## src/rtl/eib_map.svh

```systemverilog
// offsets, field positions, reset values and limits of the input image builder
`ifndef EIB_MAP_SVH
`define EIB_MAP_SVH

`define EIB_ADDR_CTRL     8'h00
`define EIB_ADDR_WDATA    8'h04
`define EIB_ADDR_IMG_HI   8'h08
`define EIB_ADDR_IMG_LO   8'h0C

`define EIB_CTRL_RD_LSB   0
`define EIB_CTRL_WR_LSB   8
`define EIB_CTRL_WR_REQ   16
`define EIB_CTRL_EN_A     17
`define EIB_CTRL_CLR_A    18
`define EIB_CTRL_EN_B     19
`define EIB_CTRL_CLR_B    20
`define EIB_CTRL_STOP     24
`define EIB_CTRL_RST      32'h00000000

`define EIB_IMG_BYTES     8
`define EIB_LAST_INDEX    6'h1F
`define EIB_IDX_POS       6'h00
`define EIB_IDX_CMP_A     6'h01
`define EIB_IDX_CMP_B     6'h02
`define EIB_IDX_LOWER     6'h03
`define EIB_IDX_UPPER     6'h04
`define EIB_IDX_STS_EN    6'h05

`define EIB_LOWER_RST     32'h00000000
`define EIB_UPPER_RST     32'hFFFFFFFF
`define EIB_STS_EN_RST    4'hF

`endif

```

## src/rtl/eib_pkg.sv

```systemverilog
// types shared by the input image builder
package eib_pkg;
  typedef logic [31:0] eib_word_t;
  typedef logic [5:0]  eib_index_t;
  typedef logic [63:0] eib_image_t;
  typedef enum logic {EIB_WR_IDLE, EIB_WR_BUSY} eib_wr_state_t;
endpackage

```

## src/rtl/eib_bank.sv

```systemverilog
// register bank storage, 64 words, registered read data
`timescale 1ns/1ns
module eib_bank
  import eib_pkg::*;
(
  input  wire logic      clk,
  input  wire logic      rst_n,
  input  wire logic      wr_en,
  input  wire eib_index_t wr_idx,
  input  wire eib_word_t wr_data,
  input  wire eib_index_t rd_idx,
  output eib_word_t      rd_data
);
  eib_word_t mem [0:63];

  always_ff @(posedge clk) begin
    if (wr_en) begin
      mem[wr_idx] <= wr_data;
    end
  end

  // storage itself is not reset; only the read register is
  always_ff @(posedge clk) begin
    if (!rst_n) begin
      rd_data <= 32'h00000000;
    end else begin
      rd_data <= mem[rd_idx];
    end
  end
endmodule // eib_bank

```

## src/rtl/eib_top.sv

```systemverilog
// encoder input image builder with apb access
//
// Behaviour
// input image is exactly eight bytes
// bytes 0-3 read result, msb first
// accepted read clears reject, returns content
// rejected read sets flag, zero data
// byte 4: reject bit 7, index 5:0
// write_done shows write success or failure
// pending low when no request, idle
// request starts write, pending high, refuse more
// byte 5: done, pending, encoder status
// encoder status bits passed into byte 5
// up/down only while values change
// status and error bits are live
// flags latch until explicitly cleared
// byte 6 direction and comparator b bits
// byte 7 diagnostics layout
// byte 6 bits 1,0 comparator a
// match latches flag, clear bit clears
// parameter error halts encoder link
// halted while stop or parameter error
// summary set by any enabled status
//
// Implementation choices: register access over APB and the placing of the registers.
`timescale 1ns/1ns
`include "eib_map.svh"
module eib_top
  import eib_pkg::*;
(
  input  wire logic        CORE_CLK,
  input  wire logic        RST_N,
  input  wire logic        PSEL,
  input  wire logic        PENABLE,
  input  wire logic        PWRITE,
  input  wire logic [7:0]  PADDR,
  input  wire logic [31:0] PWDATA,
  output logic      [31:0] PRDATA,
  output logic             PREADY,
  output logic             PSLVERR,
  input  wire logic        POS_VALID,
  input  wire logic [31:0] POS_VALUE,
  input  wire logic [3:0]  ENCODER_STATUS,
  input  wire logic        ENCODER_SIGNAL_FAULT,
  input  wire logic        PARAMETER_ERROR,
  output logic             LINK_HALTED,
  output logic [63:0]      INPUT_IMAGE
);
  function automatic logic index_ok(input eib_index_t idx, input logic allow_pos);
    index_ok = (idx <= `EIB_LAST_INDEX) && (allow_pos || (idx != `EIB_IDX_POS));
  endfunction

  eib_word_t     ctrl;
  eib_word_t     wdata;
  eib_word_t     pos;
  eib_word_t     cmp_a;
  eib_word_t     cmp_b;
  eib_word_t     lower;
  eib_word_t     upper;
  logic [3:0]    sts_en;
  eib_word_t     bank_rdata;
  eib_index_t    idx_q;
  eib_image_t    img;
  eib_wr_state_t wr_state;
  eib_wr_state_t next_wr_state;
  logic          write_done;
  logic          counting_up;
  logic          counting_down;
  logic          cmp_a_match_latched;
  logic          cmp_b_match_latched;

  // apb decode
  wire logic       apb_acc     = PSEL && PENABLE;
  wire logic       hit_ctrl    = (PADDR == `EIB_ADDR_CTRL);
  wire logic       hit_wdata   = (PADDR == `EIB_ADDR_WDATA);
  wire logic       hit_img_hi  = (PADDR == `EIB_ADDR_IMG_HI);
  wire logic       hit_img_lo  = (PADDR == `EIB_ADDR_IMG_LO);
  wire logic       hit_any     = hit_ctrl || hit_wdata || hit_img_hi || hit_img_lo;
  wire logic       wr_ctrl     = apb_acc && PWRITE && hit_ctrl;
  wire logic       wr_wdata    = apb_acc && PWRITE && hit_wdata;

  // fields of the control word
  wire eib_index_t rd_index    = ctrl[`EIB_CTRL_RD_LSB +: 6];
  wire eib_index_t wr_index    = ctrl[`EIB_CTRL_WR_LSB +: 6];
  wire logic       wr_req      = ctrl[`EIB_CTRL_WR_REQ];
  wire logic       en_a        = ctrl[`EIB_CTRL_EN_A];
  wire logic       clr_a       = ctrl[`EIB_CTRL_CLR_A];
  wire logic       en_b        = ctrl[`EIB_CTRL_EN_B];
  wire logic       clr_b       = ctrl[`EIB_CTRL_CLR_B];
  wire logic       stop        = ctrl[`EIB_CTRL_STOP];

  // write handshake
  wire logic       write_pending = (wr_state == EIB_WR_BUSY);
  wire logic       wr_go         = wr_req && !write_pending;
  wire logic       wr_ok         = index_ok(wr_index, 1'b0);
  wire logic       bank_we       = wr_go && wr_ok;

  // read path, index follows bank read latency
  wire logic       rd_reject   = !index_ok(idx_q, 1'b1);
  wire eib_word_t  rd_value    = (idx_q == `EIB_IDX_POS) ? pos : bank_rdata;
  wire eib_word_t  rd_result   = rd_reject ? 32'h00000000 : rd_value;

  // live comparisons on the latest position
  wire logic       cmp_a_match_live = en_a && (pos == cmp_a);
  wire logic       cmp_b_match_live = en_b && (pos == cmp_b);
  wire logic       cmp_a_relation   = (pos >= cmp_a);
  wire logic       cmp_b_relation   = (pos >= cmp_b);
  wire logic       below_lower_limit = (pos < lower);
  wire logic       above_upper_limit = (pos > upper);
  wire logic       summary_diagnostic = |(ENCODER_STATUS & sts_en);
  wire logic       link_halted = stop || PARAMETER_ERROR;

  wire eib_image_t next_img = {
    rd_result,
    rd_reject, 1'b0, idx_q,
    write_done, write_pending, 2'b00, ENCODER_STATUS,
    counting_up, counting_down, cmp_b_relation, cmp_b_match_latched,
    cmp_b_match_live, cmp_a_relation, cmp_a_match_latched, cmp_a_match_live,
    link_halted, 2'b00, PARAMETER_ERROR, below_lower_limit,
    above_upper_limit, ENCODER_SIGNAL_FAULT, summary_diagnostic
  };

  eib_bank u_bank (
    .clk     (CORE_CLK),
    .rst_n   (RST_N),
    .wr_en   (bank_we),
    .wr_idx  (wr_index),
    .wr_data (wdata),
    .rd_idx  (rd_index),
    .rd_data (bank_rdata)
  );

  assign PREADY      = 1'b1;
  assign PSLVERR     = apb_acc && !hit_any;
  assign LINK_HALTED = link_halted;
  assign INPUT_IMAGE = img;

  always_comb begin
    PRDATA = 32'h00000000;
    if (hit_ctrl) begin
      PRDATA = ctrl;
    end else if (hit_wdata) begin
      PRDATA = wdata;
    end else if (hit_img_hi) begin
      PRDATA = img[63:32];
    end else if (hit_img_lo) begin
      PRDATA = img[31:0];
    end
  end

  always_comb begin
    next_wr_state = wr_state;
    case (wr_state)
      EIB_WR_IDLE: if (wr_req) next_wr_state = EIB_WR_BUSY;
      EIB_WR_BUSY: if (!wr_req) next_wr_state = EIB_WR_IDLE;
      default:     next_wr_state = EIB_WR_IDLE;
    endcase
  end

  always_ff @(posedge CORE_CLK) begin
    if (!RST_N) begin
      ctrl  <= `EIB_CTRL_RST;
      wdata <= 32'h00000000;
    end else begin
      if (wr_ctrl) ctrl <= PWDATA;
      if (wr_wdata) wdata <= PWDATA;
    end
  end

  always_ff @(posedge CORE_CLK) begin
    if (!RST_N) begin
      wr_state   <= EIB_WR_IDLE;
      write_done <= 1'b0;
      idx_q      <= 6'h00;
      img        <= 64'h0000000000000000;
    end else begin
      wr_state <= next_wr_state;
      if (wr_go) write_done <= wr_ok;
      idx_q <= rd_index;
      img   <= next_img;
    end
  end

  // shadows of bank words the comparators and the summary mask need every cycle
  always_ff @(posedge CORE_CLK) begin
    if (!RST_N) begin
      cmp_a  <= 32'h00000000;
      cmp_b  <= 32'h00000000;
      lower  <= `EIB_LOWER_RST;
      upper  <= `EIB_UPPER_RST;
      sts_en <= `EIB_STS_EN_RST;
    end else if (bank_we) begin
      if (wr_index == `EIB_IDX_CMP_A) cmp_a <= wdata;
      if (wr_index == `EIB_IDX_CMP_B) cmp_b <= wdata;
      if (wr_index == `EIB_IDX_LOWER) lower <= wdata;
      if (wr_index == `EIB_IDX_UPPER) upper <= wdata;
      if (wr_index == `EIB_IDX_STS_EN) sts_en <= wdata[3:0];
    end
  end

  // position and direction; frozen while the link is halted
  always_ff @(posedge CORE_CLK) begin
    if (!RST_N) begin
      pos           <= 32'h00000000;
      counting_up   <= 1'b0;
      counting_down <= 1'b0;
    end else if (POS_VALID && !link_halted) begin
      pos           <= POS_VALUE;
      counting_up   <= (POS_VALUE > pos);
      counting_down <= (POS_VALUE < pos);
    end
  end

  // set wins over clear so a match in the clear cycle survives
  always_ff @(posedge CORE_CLK) begin
    if (!RST_N) begin
      cmp_a_match_latched <= 1'b0;
      cmp_b_match_latched <= 1'b0;
    end else begin
      cmp_a_match_latched <= cmp_a_match_live || (cmp_a_match_latched && !clr_a);
      cmp_b_match_latched <= cmp_b_match_live || (cmp_b_match_latched && !clr_b);
    end
  end
endmodule // eib_top

```

## config.mk

```make
export PLATFORM = sky130hd
export DESIGN_NAME = eib_top
export DESIGN_NICKNAME = d
export VERILOG_FILES = /design/src/rtl/eib_pkg.sv /design/src/rtl/eib_bank.sv /design/src/rtl/eib_top.sv
export VERILOG_INCLUDE_DIRS = /design/src /design/src/rtl
export SDC_FILE = /design/constraint.sdc
export NUM_CORES = 2
export LEC_CHECK = 0
export BUFFER_PORTS_ARGS = -buffer_cell sky130_fd_sc_hd__buf_2
export CAP_MARGIN = 15
export CORE_MARGIN = 8
export CORE_UTILIZATION = 60
export DETAILED_ROUTE_END_ITERATION = 7
export GPL_ROUTABILITY_DRIVEN = 0
export HOLD_SLACK_MARGIN = 0.05
export PLACE_DENSITY = 0.77
export SYNTH_ARGS = -nofsm -noshare
export SYNTH_HDL_FRONTEND = slang
export SYNTH_HIERARCHICAL = 1
export SYNTH_SLANG_ARGS = --single-unit
```

## constraint.sdc

```tcl
create_clock -name CORE_CLK -period 7.6 [get_ports CORE_CLK]
set_input_delay 0.76 -clock CORE_CLK [delete_from_list [all_inputs] [get_ports CORE_CLK]]
set_output_delay 0.76 -clock CORE_CLK [all_outputs]
set_load 0.01 [all_outputs]
```

# After elaboration in Yosys (flattened, before gate mapping)

Memories as Yosys holds them, arrays and structs flattened. A register that Yosys moved wholly into a read port is not among the register bits.
Cells that the tools add are included.

Bits in registers: 304
RAM bits: 2048
Memories kept: 1
Output and inout port bits: 99
Input bits: 84

Memory list:

| name       | words | bits a word | read ports | clocked after memory_dff | wr ports | line           | RTL |
|---|---|---|---|---|---|---|---|
| u_bank.mem | 64    | 32          | 1          | 1                        | 1        | eib_bank.sv:14 | `eib_word_t mem [0:63];` |

Bitwise gates (word level): 1
Mux-type cells: 8
Reduce and logical (&&, ||, !) cells: 36
Eq/ne operators: 10
Magnitude comparators: 8

Operators with widths:

| cell               | number |
|---|---|
| $mux 32            | 5 |
| $eq 32x32->1       | 2 |
| $ge 32x32->1       | 2 |
| $gt 32x32->1       | 2 |
| $lt 32x32->1       | 2 |
| $eq 8x4->1 const B | 2 |
| $logic_and 1x1->1  | 13 |
| $eq 6x2->1 const B | 2 |
| $eq 6x3->1 const B | 2 |
| $le 6x5->1 const B | 2 |
| $reduce_and 2->1   | 6 |
| $eq 8x3->1 const B | 1 |
| $logic_not 8->1    | 1 |
| $logic_not 1->1    | 7 |
| $eq 6x1->1 const B | 1 |
| $logic_not 6->1    | 1 |
| $logic_or 1x1->1   | 6 |
| $reduce_bool 6->1  | 1 |
| $and 4x4->4        | 1 |
| $reduce_or 4->1    | 1 |
| $mux 1             | 3 |

# Longest topological paths before layout

Depth after elaboration: 6
Gate-level depth with buffers: 11
Mapped depth without buffers: 8

# Cells and area by module

The synthesis kept the hierarchy.

By module, submodules not included:

| module   | times used | cells each | area each (sq um) |
|---|---|---|---|
| eib_bank | 1          | 3405       | 79444.9 |
| eib_top  | 1          | 1870       | 15110.7 |

# Least setup slack after synthesis

OpenSTA, ideal clock, no wires.

Kind: register -> register
Start: register ctrl[8]
End: memory u_bank/mem[48][0] (netlist bit), enable pin
Slack: 3289 ps
Library setup time: 461 ps
Required time: 7139 ps
Data arrival time: 3850 ps
Cell stages (with the launch flop): 7
Cell sequence: dfxtp_1 -> buf_2 -> nor2b_1 -> a21boi_0 -> nand3_1 -> or3_1 -> nor3_1

Word-level cells in the longest chain between the ends: 5

RTL lines:

| item                                                                    | line           | RTL |
|---|---|---|
| start: declaration                                                      | eib_top.sv:53  | `eib_word_t ctrl;` |
| start signal: assignment                                                | eib_top.sv:162 | `` ctrl <= `EIB_CTRL_RST; `` |
| $le 6x5->1 (no source line) / $reduce_bool 6->1 (equally long branches) | -              |  |
| $logic_and 1x1->1 (*)                                                   | eib_top.sv:50  | `` index_ok = (idx <= `EIB_LAST_INDEX) && (allow_pos \|\| (idx != `EIB_IDX_POS)); `` |
| $logic_and 1x1->1 (*)                                                   | eib_top.sv:96  | `wire logic bank_we = wr_go && wr_ok;` |
| via bank_we                                                             | eib_top.sv:96  |  |
| $mux 1 (*)                                                              | eib_bank.sv:17 | `if (wr_en) begin` |
| $mux 1 (implied by the code) (*)                                        | eib_bank.sv:18 | `mem[wr_idx] <= wr_data;` |
| end: declaration                                                        | eib_bank.sv:14 |  |

The timed path passes the listed nets; every way through them passes the cells marked *.

==> flow_summary.yaml <==
timing:
  fin_ws_ns: 3.09
  fmax_mhz: 222
  drv_slew: 0
  finalHoldViolations: 0
  fin_crit_ns: 4.51
  worst_pin_slew_ns: 1.30
  skew_ns: 0.0388
  finalSetupViolCount: 0
  holdWs_ns: 0.136
  tns_ns: 0
  fin_crit_sh_pct: 59.4
  slew_headroom_pct: 13.5
  rsz0062_at_grt: "no"
routing:
  drtIter0Drc: 8956
  drtPass1Iterations: 8
  postRouteAntennaNets: 0
  routed_via_density: 6.90
  num_vias: 53800
  wl_per_cell_microns: 34.9
  wl_microns: 273000
  remaining_drc_errors: 1
die:
  start_util_pct: 60.5
  core_sq_um: 156000
  ioPinCount: 183
  dieWidth_microns: 413
  die_h_microns: 413
  dieArea_sq_um: 171000
  core.rowCount: 145
yosys:
  yosys-top-cells-area: "edfxtp_1 (65%), mux4_2 (14%), dfxtp_1 (7.0%)"
  syn_inst: 5275
  synth_async_sr_flop_share_pct: 0
  synth-main-ff-cell: "edfxtp_1"
  syn_area_sq_um: 94600
  ys_seq_elements: 2379
  yosysMostFrequentCell: "edfxtp_1"
  avgSynthCellArea_sq_um: 17.9
  synth-edff-count: 2048
  yosys.area.top_type: "edfxtp_1"
  yosys-top-cells-count: "edfxtp_1 (2,048), mux4_2 (568), nand2_1 (566)"
  synth_warnings: 6
  yosysTopAreaCellShare_pct: 65.0
  yosysSeqAreaShare_pct: 72.0
  yosysUniqueCellTypes: 73
power:
  power_density_nw_per_um2: 239
  switching_power_mw: 5.16
  pwr-share-seq_pct: 55.8
  p_int_mw: 20.0
  swShare_pct: 20.5
  p_leak_nw: 27.9
  pwr-share-comb_pct: 1.3
  p_clk_share_pct: 42.9
  peakVddDrop_uv: 322
worst_hold_path:
  hold_depth: 2
  hold_start: "PARAMETER_ERROR"
  hold_end: "INPUT_IMAGE[4]"
  hold_class: "primary input to flip-flop"
critical_path:
  r2r_end: "u_bank/rd_data[1]"
  timing.rr.start: "ctrl[0]"
  path_cells: "buf_12, buf_12, mux4_2, mux4_2, a22oi_1, nand2_1"
  r2r_setup_slack_ns: 3.09
  arrival_ns: 5.18
  critical_path.startpoint_type: "flip-flop"
  slowest_stage: "a22oi_1"
  r2r_cells: 6
  worst_setup_path_end_kind: "flip-flop"
  required_ns: 8.27
  cp_top_family: "multiplexers"
  critPathMaxFanout: 71
  worst-setup-path-type: "flip-flop to flip-flop"
  cp_num_buf_inv: 2
  cpPeakStageDelay_ns: 0.99
clock_network:
  htree_levels: 4
  cts_tree: "yes"
  numCtsBuffers: 221
  cts_resized: 0
  cts_setup_buffers: 0
  ctsHoldBuffers: 0
  clk-insertion-delay-late_ns: 0.87
  clk_pin_slew_ns: 0.06
  root_buffer: "clkbuf_16"
  cts.sinks: 2379
  cts_max_path_buffers: 3
placement:
  dp_hpwl_microns: 159000
  dpl_worst_slack_ns: 3.32
  io_buffers: 176
layout:
  drive_gt1_share_pct: 24.0
  fin_nets: 5785
  fin_util_pct: 67.5
  syn2layout_area_growth_pct: 11.6
global_route:
  grt_max_degree: 135
  grt_pass1_wl_microns: 381000
  antenna_found_initial: 27
  gr-total-overflow: 0
  track_usage_pct: 31.5
  grt_pass1_vias: 51500
status:
  run_status: "finished, violations left"
  violations: "DRC"
run:
  maxCapViolations: 0
## placed cells by master (no fill, tap or decap), types with 9 or more instances in the layout
cell           n
edfxtp_1    2048
mux4_2       568
nand2_1      566
a21oi_1      333
dfxtp_1      293
clkbuf_16    222
buf_2        176
inv_1        165
ha_1         159
buf_4        129
mux2i_1      125
nor2_1        73
nor2_4        63
clkbuf_1      54
o21ai_0       53
clkinv_2      47
o211ai_1      43
nor2b_1       39
a211oi_1      36
nand3_1       34
and2_1        33
dfxtp_2       32
and3_1        31
clkinv_1      29
mux2_2        27
nand4_1       26
nor3_1        23
a22oi_1       23
clkbuf_8      19
diode_2       18
buf_12        17
nand2b_1      16
a31oi_1       16
o22ai_1       15
a21o_1        11
and4_1        10
clkinvlp_4    10
bufinv_16     10
o21ai_1        9
## layout make-up
class,count,area [sq um]
inverter,169,639
timing repair buffer,330,2340
clock buffer,296,6020
antenna,18,45.0
fill,9710,50800
tap,2058,2570
clock inverter,115,1050
multi-input combinational,2441,24700
sequential,2379,68200
## cell families after synthesis
kind of cell | count (synthesis) | share of synthesized area (%)
AOI/OAI and AO/OA | 601 | 3.77
adders and majority gates | 159 | 2.10
buffers and inverters | 459 | 2.41
DFF | 2379 | 72.0
muxes | 722 | 15.2
other | 2 | 0.00794
and+or+nand+nor | 953 | 4.47
## state kept, by name (all words and copies together), names as in the netlist, 4 cells and up
register,flops
u_bank/mem,2048
INPUT_IMAGE,59
cmp_a,32
cmp_b,32
ctrl,32
lower,32
pos,32
u_bank/rd_data,32
upper,32
wdata,32
idx_q,6
sts_en,4
## worst register-to-register path: stages, from the launching register on
cell	delay [ns]
dfxtp_4	0.95
buf_12	0.44
buf_12	0.62
mux4_2	0.65
mux4_2	0.54
a22oi_1	0.99
nand2_1	0.16
## how the worst max path moves through the flow
stage	slack, ns	depth (start not counted)	end	from
4_1_cts	3.30	6	u_bank/rd_data[27]	ctrl[0]
2_1_floorplan	3.29	6	u_bank/mem[48][0]	ctrl[8]
5_1_grt	2.97	6	u_bank/rd_data[27]	ctrl[0]
6_report	3.09	6	u_bank/rd_data[1]	ctrl[0]
3_5_place_dp	3.32	6	u_bank/rd_data[27]	ctrl[0]
3_3_place_gp	3.09	7	u_bank/rd_data[13]	ctrl[0]
## power by group through the flow
stage          Sequential [mW]  Clock, mW  Combinational, mW
2_1_floorplan             14.3          0              0.187
3_3_place_gp              14.3          0              0.306
3_5_place_dp              14.3          0              0.316
4_1_cts                   14.1       10.9              0.318
5_1_grt                   14.0       11.3              0.353
6_report                  14.1       10.8              0.326
## layer usage
metal  up-vias  track usage, %  share of wire (%)
li1      21400               -                  -
met4         6            18.2                7.1
met1     27400            41.9                 34
met2      4290            47.6                 45
met5         -               0              0.015
met3       849            8.31                 13
## through the flow
stage | cell area (sq um) | total power, mW | instances
6_report | 106000 | 25.2 | 7806
5_1_grt | 106000 | 25.7 | 7789
4_1_cts | 105000 | 25.3 | 7782
3_5_place_dp | 98300 | 14.6 | 7371
3_3_place_gp | 98100 | 14.6 | 7359
2_1_floorplan | 94600 | 14.5 | 5279
No activity file was read; power rests on OpenSTA's default activity.
